File: config.mk
export PLATFORM = sky130hd
export DESIGN_NAME = sbc_mode_wd
export DESIGN_NICKNAME = d
export VERILOG_FILES = /design/src/rtl/sbc_wd_pkg.sv /design/src/rtl/sbc_mode_wd.sv
export SDC_FILE = /design/constraint.sdc
export NUM_CORES = 1
export LEC_CHECK = 0
export CAP_MARGIN = 20
export CORE_MARGIN = 3
export CORE_UTILIZATION = 63
export DETAILED_ROUTE_END_ITERATION = 7
export DONT_BUFFER_PORTS = 1
export PLACE_DENSITY = 0.79
export REMOVE_ABC_BUFFERS = 1
export SETUP_SLACK_MARGIN = 0.05
export SYNTH_ARGS = -nofsm -noshare
export SYNTH_HDL_FRONTEND = slang
export SYNTH_SLANG_ARGS = --single-unit
File: constraint.sdc
create_clock -name I_CLK -period 5.9 [get_ports I_CLK]
set_input_delay 1.18 -clock I_CLK [delete_from_list [all_inputs] [get_ports I_CLK]]
set_output_delay 1.18 -clock I_CLK [all_outputs]
set_load 0.02 [all_outputs]
File: src/rtl/sbc_wd_pkg.sv
//////////////////////////////////////////////////////////////////////////////
// Contract
// - mode codes: Sleep 001, Standby 100, Normal 111
// - mode register at 0x01, only mode field writable
// - bit 6 shows live overtemperature warning level
// - bit 5 set from power-up until Normal entered
// - reset cause: power-on, CAN wake, local wake
// - reset cause: sleep overflow, early trigger, overflow
// - reset cause: external reset, overtemp exit, undervoltage
// - reset cause: diagnostic wake, illegal sleep, frame error
// - window mode: trigger only inside window, restarts timer
// - timeout mode: any trigger restarts running timer
// - timeout mode keeps running in Sleep
// - window code runs timeout until Normal entered
// - mode change in Normal forces reset, cause 10000
// - eight periods 8 to 4096 ms, default 128
// - valid watchdog control write is a trigger
// - new mode or period valid from that write
// - autonomous: timeout in Normal, off Sleep, debug off
// - autonomous Standby: timeout only while receive line low
// - invalid code abandons write, flags serial failure
// - redundant watchdog codes, single error never valid
// - forced normal disables watchdog everywhere
//////////////////////////////////////////////////////////////////////////////
package sbc_wd_pkg;

  localparam logic [6:0] ADDR_WDCTL = 7'h00;
  localparam logic [6:0] ADDR_MODE  = 7'h01;
  localparam logic [6:0] ADDR_STAT  = 7'h03;

  localparam logic [2:0] MC_SLEEP   = 3'h1;
  localparam logic [2:0] MC_STANDBY = 3'h4;
  localparam logic [2:0] MC_NORMAL  = 3'h7;

  localparam logic [2:0] WMC_AUTO    = 3'h1;
  localparam logic [2:0] WMC_TIMEOUT = 3'h2;
  localparam logic [2:0] WMC_WINDOW  = 3'h4;
  localparam logic [3:0] NWP_DEFAULT = 4'h4;

  localparam int         NWP_NUM = 8;
  localparam logic [3:0] NWP_CODES [NWP_NUM] = '{4'h8, 4'h1, 4'h2, 4'hB,
                                                  4'h4, 4'hD, 4'hE, 4'h7};
  localparam int         NWP_MS    [NWP_NUM] = '{8, 16, 32, 64, 128, 256, 1024, 4096};

  localparam logic [4:0] RSS_POWER_ON    = 5'h00;
  localparam logic [4:0] RSS_CAN_WAKE    = 5'h01;
  localparam logic [4:0] RSS_LOCAL_WAKE  = 5'h04;
  localparam logic [4:0] RSS_WD_SLEEP    = 5'h0C;
  localparam logic [4:0] RSS_DIAG_WAKE   = 5'h0D;
  localparam logic [4:0] RSS_WD_EARLY    = 5'h0E;
  localparam logic [4:0] RSS_WD_OVERFLOW = 5'h0F;
  localparam logic [4:0] RSS_WMC_ILLEGAL = 5'h10;
  localparam logic [4:0] RSS_EXT_RESET   = 5'h11;
  localparam logic [4:0] RSS_OVERTEMP    = 5'h12;
  localparam logic [4:0] RSS_V1_UV       = 5'h13;
  localparam logic [4:0] RSS_ILL_SLEEP   = 5'h14;
  localparam logic [4:0] RSS_FRAME_ERR   = 5'h16;

  localparam int         SPI_FRAME_BITS = 16;
  localparam int         SPI_RO_BIT     = 8;
  localparam int         OTW_BIT        = 6;
  localparam int         NMS_BIT        = 5;

  localparam int CLK_PERIOD_NS  = 100;
  localparam int NS_PER_MS      = 1000000;
  localparam int CYC_PER_MS     = NS_PER_MS / CLK_PERIOD_NS;
  localparam int RESET_HOLD_NS  = 20000;
  localparam int RESET_HOLD_CYC = (RESET_HOLD_NS + CLK_PERIOD_NS - 1) / CLK_PERIOD_NS;

  typedef enum logic [3:0] {
    ST_STANDBY = 4'b0001,
    ST_NORMAL  = 4'b0010,
    ST_SLEEP   = 4'b0100,
    ST_RESET   = 4'b1000
  } op_mode_t;

  typedef enum logic [1:0] {
    WD_OFF     = 2'h0,
    WD_TIMEOUT = 2'h1,
    WD_WINDOW  = 2'h2
  } wd_run_t;

  typedef struct packed {
    logic can_wake;
    logic local_wake;
    logic diag_wake;
    logic frame_err_wake;
    logic ext_reset;
    logic overtemp_exit;
    logic v1_undervoltage;
  } events_t;

  typedef struct packed {
    logic otw;
    logic csn_n;
    logic sdi;
    logic sck;
  } pins_t;

endpackage : sbc_wd_pkg

File: src/rtl/sbc_mode_wd.sv
`timescale 1ns/1ps
module sbc_mode_wd #(
  parameter int CYC_PER_MS     = sbc_wd_pkg::CYC_PER_MS,
  parameter int RESET_HOLD_CYC = sbc_wd_pkg::RESET_HOLD_CYC
) (
  input  wire logic                 I_CLK,            // device clock
  input  wire logic                 I_RST_N,          // power-on reset, sync
  input  wire sbc_wd_pkg::pins_t    I_PINS,           // serial pins and warning
  input  wire sbc_wd_pkg::events_t  I_EVENTS,         // reset and wake pulses
  input  wire logic                 I_RXD_LOW,        // pending wake-up level
  input  wire logic                 I_FORCED_NORMAL,  // forced_normal_enable
  input  wire logic                 I_SW_DEBUG,       // software_debug_enable
  input  wire logic                 I_SPI_FAIL_EN,    // failure event enable
  input  wire logic                 I_SLEEP_BLOCKED,  // sleep would be illegal
  output logic                      O_SDO,            // serial data out
  output logic                      O_SDO_OE,         // serial out enable
  output sbc_wd_pkg::op_mode_t      O_OP_MODE,        // operating mode
  output logic                      O_RESET_OUT_N,    // reset_out_n level
  output logic                      O_SPI_FAIL,       // failure event pulse
  output logic                      O_WD_FAIL_FLAG,   // watchdog_fail_flag
  output sbc_wd_pkg::wd_run_t       O_WD_RUN          // running watchdog mode
);

  //////////////////////////////////////////////////////////////////////////////
  function automatic logic nwp_ok(input logic [3:0] watchdog_period_select);
    logic ok;
    ok = 1'b0;
    for (int i = 0; i < sbc_wd_pkg::NWP_NUM; i++)
    begin
      if (watchdog_period_select == sbc_wd_pkg::NWP_CODES[i]) ok = 1'b1;
    end
    return ok;
  endfunction : nwp_ok

  function automatic logic [31:0] period_cyc(input logic [3:0] watchdog_period_select);
    logic [31:0] p;
    p = 32'h1;
    for (int i = 0; i < sbc_wd_pkg::NWP_NUM; i++)
    begin
      if (watchdog_period_select == sbc_wd_pkg::NWP_CODES[i]) p = 32'(sbc_wd_pkg::NWP_MS[i] * CYC_PER_MS);
    end
    return p;
  endfunction : period_cyc

  function automatic sbc_wd_pkg::wd_run_t run_mode(input logic [2:0] watchdog_mode_select,
                                                   input sbc_wd_pkg::op_mode_t m,
                                                   input logic fnm, input logic sdm,
                                                   input logic rxd_low);
    sbc_wd_pkg::wd_run_t r;
    r = sbc_wd_pkg::WD_OFF;
    if (!fnm && m != sbc_wd_pkg::ST_RESET)
    begin
      if (watchdog_mode_select == sbc_wd_pkg::WMC_WINDOW)
        r = (m == sbc_wd_pkg::ST_NORMAL) ? sbc_wd_pkg::WD_WINDOW : sbc_wd_pkg::WD_TIMEOUT;
      else if (watchdog_mode_select == sbc_wd_pkg::WMC_TIMEOUT)
        r = sbc_wd_pkg::WD_TIMEOUT;
      else if (!sdm && (m == sbc_wd_pkg::ST_NORMAL
                        || (m == sbc_wd_pkg::ST_STANDBY && rxd_low)))
        r = sbc_wd_pkg::WD_TIMEOUT;
    end
    return r;
  endfunction : run_mode

  //////////////////////////////////////////////////////////////////////////////
  sbc_wd_pkg::pins_t    sync1_q, sync2_q;
  logic                 sck_prev_q, csn_prev_q;
  logic [4:0]           bit_cnt_q;
  logic [15:0]          rx_q;
  logic [7:0]           tx_q;
  logic                 sdo_q, oe_q, fail_q, reset_out_n_q, nms_q, wdf_q, first_q;
  logic [4:0]           rss_q;
  logic [2:0]           wmc_q;
  logic [3:0]           nwp_q;
  logic [31:0]          wd_cnt_q;
  logic [15:0]          hold_q;
  sbc_wd_pkg::op_mode_t mode_q, mode_d;
  sbc_wd_pkg::wd_run_t  run_q, run;

  // serial pins and warning pass two flops first
  always_ff @(posedge I_CLK)
  begin
    sync1_q <= I_PINS;
    sync2_q <= sync1_q;
    sck_prev_q <= sync2_q.sck;
    csn_prev_q <= sync2_q.csn_n;
  end

  //////////////////////////////////////////////////////////////////////////////
  wire        sck_rise = sync2_q.sck & ~sck_prev_q;
  wire        sck_fall = ~sync2_q.sck & sck_prev_q;
  wire        csn_end  = sync2_q.csn_n & ~csn_prev_q;
  wire        spi_on   = (mode_q == sbc_wd_pkg::ST_STANDBY) | (mode_q == sbc_wd_pkg::ST_NORMAL);
  wire        len_ok   = bit_cnt_q == 5'(sbc_wd_pkg::SPI_FRAME_BITS);
  wire        wr       = csn_end & spi_on & len_ok & ~rx_q[sbc_wd_pkg::SPI_RO_BIT];
  wire        len_bad  = csn_end & spi_on & ~len_ok & (bit_cnt_q != 5'h00);
  wire [6:0]  addr     = rx_q[15:9];
  wire [7:0]  wdata    = rx_q[7:0];
  wire [6:0]  rd_addr  = rx_q[6:0];
  wire [2:0]  new_wmc  = wdata[7:5];
  wire [3:0]  new_nwp  = wdata[3:0];
  wire        wmc_ok   = (new_wmc == sbc_wd_pkg::WMC_AUTO) | (new_wmc == sbc_wd_pkg::WMC_TIMEOUT)
                         | (new_wmc == sbc_wd_pkg::WMC_WINDOW);
  wire        code_ok  = wmc_ok & nwp_ok(new_nwp);
  wire        wd_wr    = wr & (addr == sbc_wd_pkg::ADDR_WDCTL);
  wire        wd_bad   = wd_wr & ~code_ok;
  wire        wd_ill   = wd_wr & code_ok & (mode_q == sbc_wd_pkg::ST_NORMAL)
                         & (new_wmc != wmc_q);
  wire        wd_trig  = wd_wr & code_ok & ~wd_ill;
  wire        mode_wr  = wr & (addr == sbc_wd_pkg::ADDR_MODE);
  wire [2:0]  mc       = wdata[2:0];
  wire        ill_slp  = mode_wr & (mc == sbc_wd_pkg::MC_SLEEP) & I_SLEEP_BLOCKED;

  wire [7:0]  stat_word = {1'b0, sync2_q.otw, nms_q, rss_q};
  wire [2:0]  mc_now    = (mode_q == sbc_wd_pkg::ST_NORMAL) ? sbc_wd_pkg::MC_NORMAL :
                          (mode_q == sbc_wd_pkg::ST_SLEEP)  ? sbc_wd_pkg::MC_SLEEP :
                                                              sbc_wd_pkg::MC_STANDBY;
  wire [7:0]  rd_word   = (rd_addr == sbc_wd_pkg::ADDR_STAT)  ? stat_word :
                          (rd_addr == sbc_wd_pkg::ADDR_MODE)  ? {5'h00, mc_now} :
                          (rd_addr == sbc_wd_pkg::ADDR_WDCTL) ? {wmc_q, 1'b0, nwp_q} :
                                                                8'h00;

  //////////////////////////////////////////////////////////////////////////////
  wire [31:0] period   = period_cyc(nwp_q);
  wire        in_sleep = mode_q == sbc_wd_pkg::ST_SLEEP;
  assign run = run_mode(wmc_q, mode_q, I_FORCED_NORMAL, I_SW_DEBUG, I_RXD_LOW);
  wire        ovf      = (run != sbc_wd_pkg::WD_OFF) & (wd_cnt_q >= period - 32'h1);
  wire        early    = wd_trig & (run == sbc_wd_pkg::WD_WINDOW)
                         & (wd_cnt_q < (period >> 1));
  wire        ovf_slp  = ovf & in_sleep;
  wire        ovf_bad  = ovf & ~in_sleep & ((run == sbc_wd_pkg::WD_WINDOW) | wdf_q);
  wire        ovf_1st  = ovf & ~in_sleep & ~ovf_bad;
  wire        restart  = (run == sbc_wd_pkg::WD_OFF) | wd_trig | (run != run_q) | ovf_1st;

  wire [4:0]  rst_code =
    I_EVENTS.v1_undervoltage           ? sbc_wd_pkg::RSS_V1_UV :
    I_EVENTS.ext_reset                 ? sbc_wd_pkg::RSS_EXT_RESET :
    I_EVENTS.overtemp_exit             ? sbc_wd_pkg::RSS_OVERTEMP :
    wd_ill                             ? sbc_wd_pkg::RSS_WMC_ILLEGAL :
    early                              ? sbc_wd_pkg::RSS_WD_EARLY :
    ovf_bad                            ? sbc_wd_pkg::RSS_WD_OVERFLOW :
    ovf_slp                            ? sbc_wd_pkg::RSS_WD_SLEEP :
    (in_sleep & I_EVENTS.can_wake)     ? sbc_wd_pkg::RSS_CAN_WAKE :
    (in_sleep & I_EVENTS.local_wake)   ? sbc_wd_pkg::RSS_LOCAL_WAKE :
    (in_sleep & I_EVENTS.diag_wake)    ? sbc_wd_pkg::RSS_DIAG_WAKE :
    (in_sleep & I_EVENTS.frame_err_wake) ? sbc_wd_pkg::RSS_FRAME_ERR :
                                         sbc_wd_pkg::RSS_ILL_SLEEP;
  wire        wake_ev  = in_sleep & (I_EVENTS.can_wake | I_EVENTS.local_wake
                         | I_EVENTS.diag_wake | I_EVENTS.frame_err_wake);
  wire        rst_req  = (mode_q != sbc_wd_pkg::ST_RESET)
                         & (I_EVENTS.v1_undervoltage | I_EVENTS.ext_reset
                            | I_EVENTS.overtemp_exit | wd_ill | early | ovf_bad
                            | ovf_slp | wake_ev | ill_slp);

  always_comb
  begin
    mode_d = mode_q;
    case (mode_q)
      sbc_wd_pkg::ST_RESET:
      begin
        if (hold_q >= 16'(RESET_HOLD_CYC - 1)) mode_d = sbc_wd_pkg::ST_STANDBY;
      end
      default:
      begin
        if (rst_req) mode_d = sbc_wd_pkg::ST_RESET;
        else if (mode_wr && mc == sbc_wd_pkg::MC_SLEEP) mode_d = sbc_wd_pkg::ST_SLEEP;
        else if (mode_wr && mc == sbc_wd_pkg::MC_STANDBY) mode_d = sbc_wd_pkg::ST_STANDBY;
        else if (mode_wr && mc == sbc_wd_pkg::MC_NORMAL) mode_d = sbc_wd_pkg::ST_NORMAL;
      end
    endcase
  end

  //////////////////////////////////////////////////////////////////////////////
  // serial shifter: sample on rising sck, drive on falling sck
  always_ff @(posedge I_CLK)
  begin
    if (!I_RST_N || sync2_q.csn_n)
    begin
      bit_cnt_q <= (!I_RST_N) ? 5'h00 : ((csn_end) ? bit_cnt_q : 5'h00);
      tx_q      <= 8'h00;
      sdo_q     <= 1'b0;
      if (!I_RST_N) rx_q <= 16'h0000;
    end
    else
    begin
      if (sck_rise)
      begin
        rx_q <= {rx_q[14:0], sync2_q.sdi};
        if (bit_cnt_q != 5'h1F) bit_cnt_q <= bit_cnt_q + 5'h01;
        if (bit_cnt_q == 5'h07) tx_q <= rd_word;
      end
      if (sck_fall)
      begin
        sdo_q <= tx_q[7];
        tx_q  <= {tx_q[6:0], 1'b0};
      end
    end
  end

  always_ff @(posedge I_CLK)
  begin
    if (!I_RST_N)
    begin
      oe_q   <= 1'b0;
      fail_q <= 1'b0;
      reset_out_n_q <= 1'b0;
    end
    else
    begin
      oe_q   <= ~sync2_q.csn_n & spi_on;
      fail_q <= I_SPI_FAIL_EN & (wd_bad | len_bad);
      reset_out_n_q <= (mode_d == sbc_wd_pkg::ST_STANDBY) | (mode_d == sbc_wd_pkg::ST_NORMAL);
    end
  end

  always_ff @(posedge I_CLK)
  begin
    if (!I_RST_N)
    begin
      mode_q <= sbc_wd_pkg::ST_RESET;
      hold_q <= 16'h0000;
      rss_q  <= sbc_wd_pkg::RSS_POWER_ON;
      nms_q  <= 1'b1;
    end
    else
    begin
      mode_q <= mode_d;
      hold_q <= (mode_q == sbc_wd_pkg::ST_RESET) ? hold_q + 16'h0001 : 16'h0000;
      if (rst_req) rss_q <= rst_code;
      if (mode_q == sbc_wd_pkg::ST_NORMAL) nms_q <= 1'b0;
    end
  end

  // watchdog configuration; default mode follows debug level after release
  always_ff @(posedge I_CLK)
  begin
    if (!I_RST_N)
    begin
      wmc_q   <= sbc_wd_pkg::WMC_TIMEOUT;
      nwp_q   <= sbc_wd_pkg::NWP_DEFAULT;
      first_q <= 1'b1;
    end
    else
    begin
      first_q <= 1'b0;
      if (first_q) wmc_q <= I_SW_DEBUG ? sbc_wd_pkg::WMC_AUTO : sbc_wd_pkg::WMC_TIMEOUT;
      else if (wd_trig)
      begin
        wmc_q <= new_wmc;
        nwp_q <= new_nwp;
      end
    end
  end

  always_ff @(posedge I_CLK)
  begin
    if (!I_RST_N)
    begin
      wd_cnt_q <= 32'h0;
      run_q    <= sbc_wd_pkg::WD_OFF;
      wdf_q    <= 1'b0;
    end
    else
    begin
      run_q    <= run;
      wd_cnt_q <= restart ? 32'h0 : wd_cnt_q + 32'h1;
      if (ovf_1st) wdf_q <= 1'b1;
      else if (mode_q == sbc_wd_pkg::ST_RESET) wdf_q <= 1'b0;
    end
  end

  assign O_SDO          = sdo_q;
  assign O_SDO_OE       = oe_q;
  assign O_OP_MODE      = mode_q;
  assign O_RESET_OUT_N  = reset_out_n_q;
  assign O_SPI_FAIL     = fail_q;
  assign O_WD_FAIL_FLAG = wdf_q;
  assign O_WD_RUN       = run_q;
endmodule : sbc_mode_wd

==> results_dict.tcl <==
set metrics [dict create \
    synthToLayoutAreaGrowth_pct 3.67 \
    rr_worst_depth 21 \
    grt.overflow.total 0 \
    setup_viol 0 \
    coreArea_sq_um 10000 \
    clk_pin_slew_worst_paths_ps 100 \
    peakVddDrop_mv 0.232 \
    cts.repair.resized 0 \
    worst_slew_pin_slew_ps 934 \
    cp.depth 21 \
    dr.pass1.iters 5 \
    drive_gt1_share_pct 4.61 \
    hpwlAfterDp_um 11300 \
    detail_route.vias_per_cell 6.10 \
    min_to "sync2_q[1]$_DFF_P_" \
    r2r-end "wd_cnt_q[12]$_SDFF_PP0_" \
    cap_violations 0 \
    synth_commonest_cells "nor2_1 (104), dfxtp_1 (91), nand2_1 (73)" \
    power_density_nw_per_um2 200 \
    clock_sinks 112 \
    root_buffer "clkbuf_8" \
    ctsHoldBuffers 0 \
    slew_violations 0 \
    nNetsFinal 830 \
    track_usage_pct 26.9 \
    synth_ff_type "dfxtp_1" \
    crit_family "simple AND/OR/NAND/NOR gates" \
    hold_path_depth 0 \
    cp_slowest_cell "dfxtp_1" \
    dpl.cell_count 875 \
    dieHeight_um 109 \
    path_class "reg2reg" \
    htreeDepth 3 \
    path_common_cell "nand2_1" \
    initial_core_util_pct 66.5 \
    grt_max_degree 33 \
    io_pins 29 \
    slew_headroom_pct 36.2 \
    synth.area.top_cells "dfxtp_1 (27%), ha_1 (11%), edfxtp_1 (9.4%)" \
    synth.avg_cell_area_sq_um 8.68 \
    gp_congestion 0.888 \
    synthesis.instances 769 \
    p_leak_nw 2.68 \
    yosysTopAreaCell "dfxtp_1" \
    row_count 36 \
    fin_area_sq_um 6920 \
    cts-buffers-inserted 9 \
    antenna_found_initial 0 \
    worstHoldStart "sync1_q[1]$_DFF_P_" \
    yosys.area.top_type_share_pct 27.3 \
    path_buf_inv 3 \
    grt_pass1_wl_um 25000 \
    routed_wl_um 15100 \
    drtIter0Drc 378 \
    grt_pass1_vias 5175 \
    finalSetupTns_ps 0 \
    synth_area_sq_um 6680 \
    clockBufferDepth 2 \
    n_antenna_cell 0 \
    crit_path_end_kind "flop" \
    crit_chain "inv_1, nand2_1, or3_1, and3_1, and2_1, inv_1, ha_1, maj3_1, o21ai_0, nand2_1, nand2_1, ha_1, nand4_1, nor4_1, o311ai_0, o211ai_1, o21ai_0, nor4_1, nand3b_1, buf_4, nor2_1" \
    cts_setup_buffers 0 \
    yosysSeqAreaShare_pct 36.7 \
    hold_path.class "reg2reg" \
    tritoncts "yes" \
    postPlaceCellArea_sq_um 6720 \
    ys_ff_latch 112 \
    clock.fmax_mhz 194 \
    run_status "finished clean" \
    critPathMaxStageDelay_ps 650 \
    reg2reg_slack_ps 760 \
    io_buffers 0 \
    wl_per_cell_um 16.9 \
    finalHoldViolations 0 \
    clk_latency_ps 410 \
    vias 5445 \
    required_ps 6190 \
    dieArea_sq_um 11900 \
    drc 0 \
    crit_path_start_kind "flop" \
    path_max_fanout 32 \
    yosysMostFrequentCell "nor2_1" \
    yosysWarnings 0 \
    synth.distinct_cells 66 \
    rr_startpoint "nwp_q[1]$_SDFFE_PN0P_" \
    synth_edf_count 21 \
    fin_cells 893 \
    rsz0062_at_grt "no" \
    ant_nets 0 \
    worstPathArrival_ps 5430 \
    synth-async-reset-ratio_pct 0 \
    die_width_um 109 \
    period_minus_slack_ps 5140 \
    final.setup_skew_ps 11.0 \
    period_share_pct 87.2 \
]
-- layout make-up --
type | instances | area [sq um]
Multi-Input combinational cell | 610 | 4020
Fill cell | 799 | 3120
Sequential cell | 112 | 2450
Tap cell | 133 | 166
Clock buffer | 10 | 138
Inverter | 18 | 67.6
Clock inverter | 6 | 50.0
Timing Repair Buffer | 4 | 27.5
-- power by group --
part | internal [mW] | switching, mW | leakage [nW]
Combinational | 0.0406 | 0.0625 | 1.62
Sequential | 0.805 | 0.0308 | 0.961
Clock | 0.171 | 0.277 | 0.101
Total | 1.02 | 0.370 | 2.68
-- registers in the layout (all words and copies together), names as in the netlist, 2 cells and up --
name       flops
O_OP_MODE      4
O_WD_RUN       2
bit_cnt_q      5
hold_q        16
nwp_q          4
rss_q          5
rx_q          16
sync1_q        4
sync2_q        3
tx_q           8
wd_cnt_q      32
wmc_q          3
-- cell usage in the layout (no fill, tap or decap), types with 4 or more instances in the layout --
master and n:
o211ai_1 6, nand3_1 37, nor3_1 23, conb_1 6, xor2_1 36, dfxtp_1 89, edfxtp_1 21, a211oi_1 11
nand3b_1 7, o21ai_0 25, ha_1 57, or3_1 6, nand4_1 12, nor4b_1 5, xnor2_1 27, inv_1 19
o21a_1 5, a22oi_1 8, nand2b_1 5, and2_1 28, mux2i_1 9, a21oi_1 37, nor4_1 7, and3_1 18
nor2_1 104, nand2_1 73, o41ai_1 4, clkbuf_8 10
-- layer usage --
layer / GRT usage, % / vias up / share of wire, %
met5: 0 / - / 0
met4: 10.2 / 0 / 2.6
met3: 7.22 / 34 / 6.6
met2: 44.3 / 171 / 48
met1: 33.8 / 2546 / 43
li1: - / 2694 / -
-- kinds of logic (layout without fill, tap and decap cells) --
| family | count (synthesis) | in the layout | synth area share [%] |
|---|---|---|---|
| simple gates | 347 | 347 | 26.3 |
| buf+inv | 52 | 38 | 3.37 |
| flops | 112 | 112 | 36.7 |
| compound gates | 124 | 124 | 12.5 |
| xor+xnor | 63 | 63 | 8.26 |
| other cells | 1 | 6 | 0.0562 |
| mux | 12 | 12 | 1.86 |
| fa+ha+maj | 58 | 58 | 10.8 |
-- through the flow --
step	hold WS, ps	power [mW]	setup WS (ps)	util [%]
2_1_floorplan	310	0.922	1150	-
3_3_place_gp	316	0.948	951	66.9
3_5_place_dp	315	0.953	656	66.9
4_1_cts	344	1.40	631	68.8
5_1_grt	346	1.44	242	68.9
6_report	338	1.39	758	68.9
-- worst max path at each step --
stage,start,slack (ps),endpoint
finish,nwp_q[1]$_SDFFE_PN0P_,760,wd_cnt_q[12]$_SDFF_PP0_
global route,nwp_q[1]$_SDFFE_PN0P_,240,wd_cnt_q[12]$_SDFF_PP0_
CTS,nwp_q[0]$_SDFFE_PN0P_,630,wd_cnt_q[12]$_SDFF_PP0_
detailed placement,nwp_q[0]$_SDFFE_PN0P_,660,wd_cnt_q[12]$_SDFF_PP0_
global placement,nwp_q[3]$_SDFFE_PN0P_,950,wd_cnt_q[10]$_SDFF_PP0_
floorplan,nwp_q[0]$_SDFFE_PN0P_,1150,wd_cnt_q[10]$_SDFF_PP0_
(Power assumes the default switching activity.)
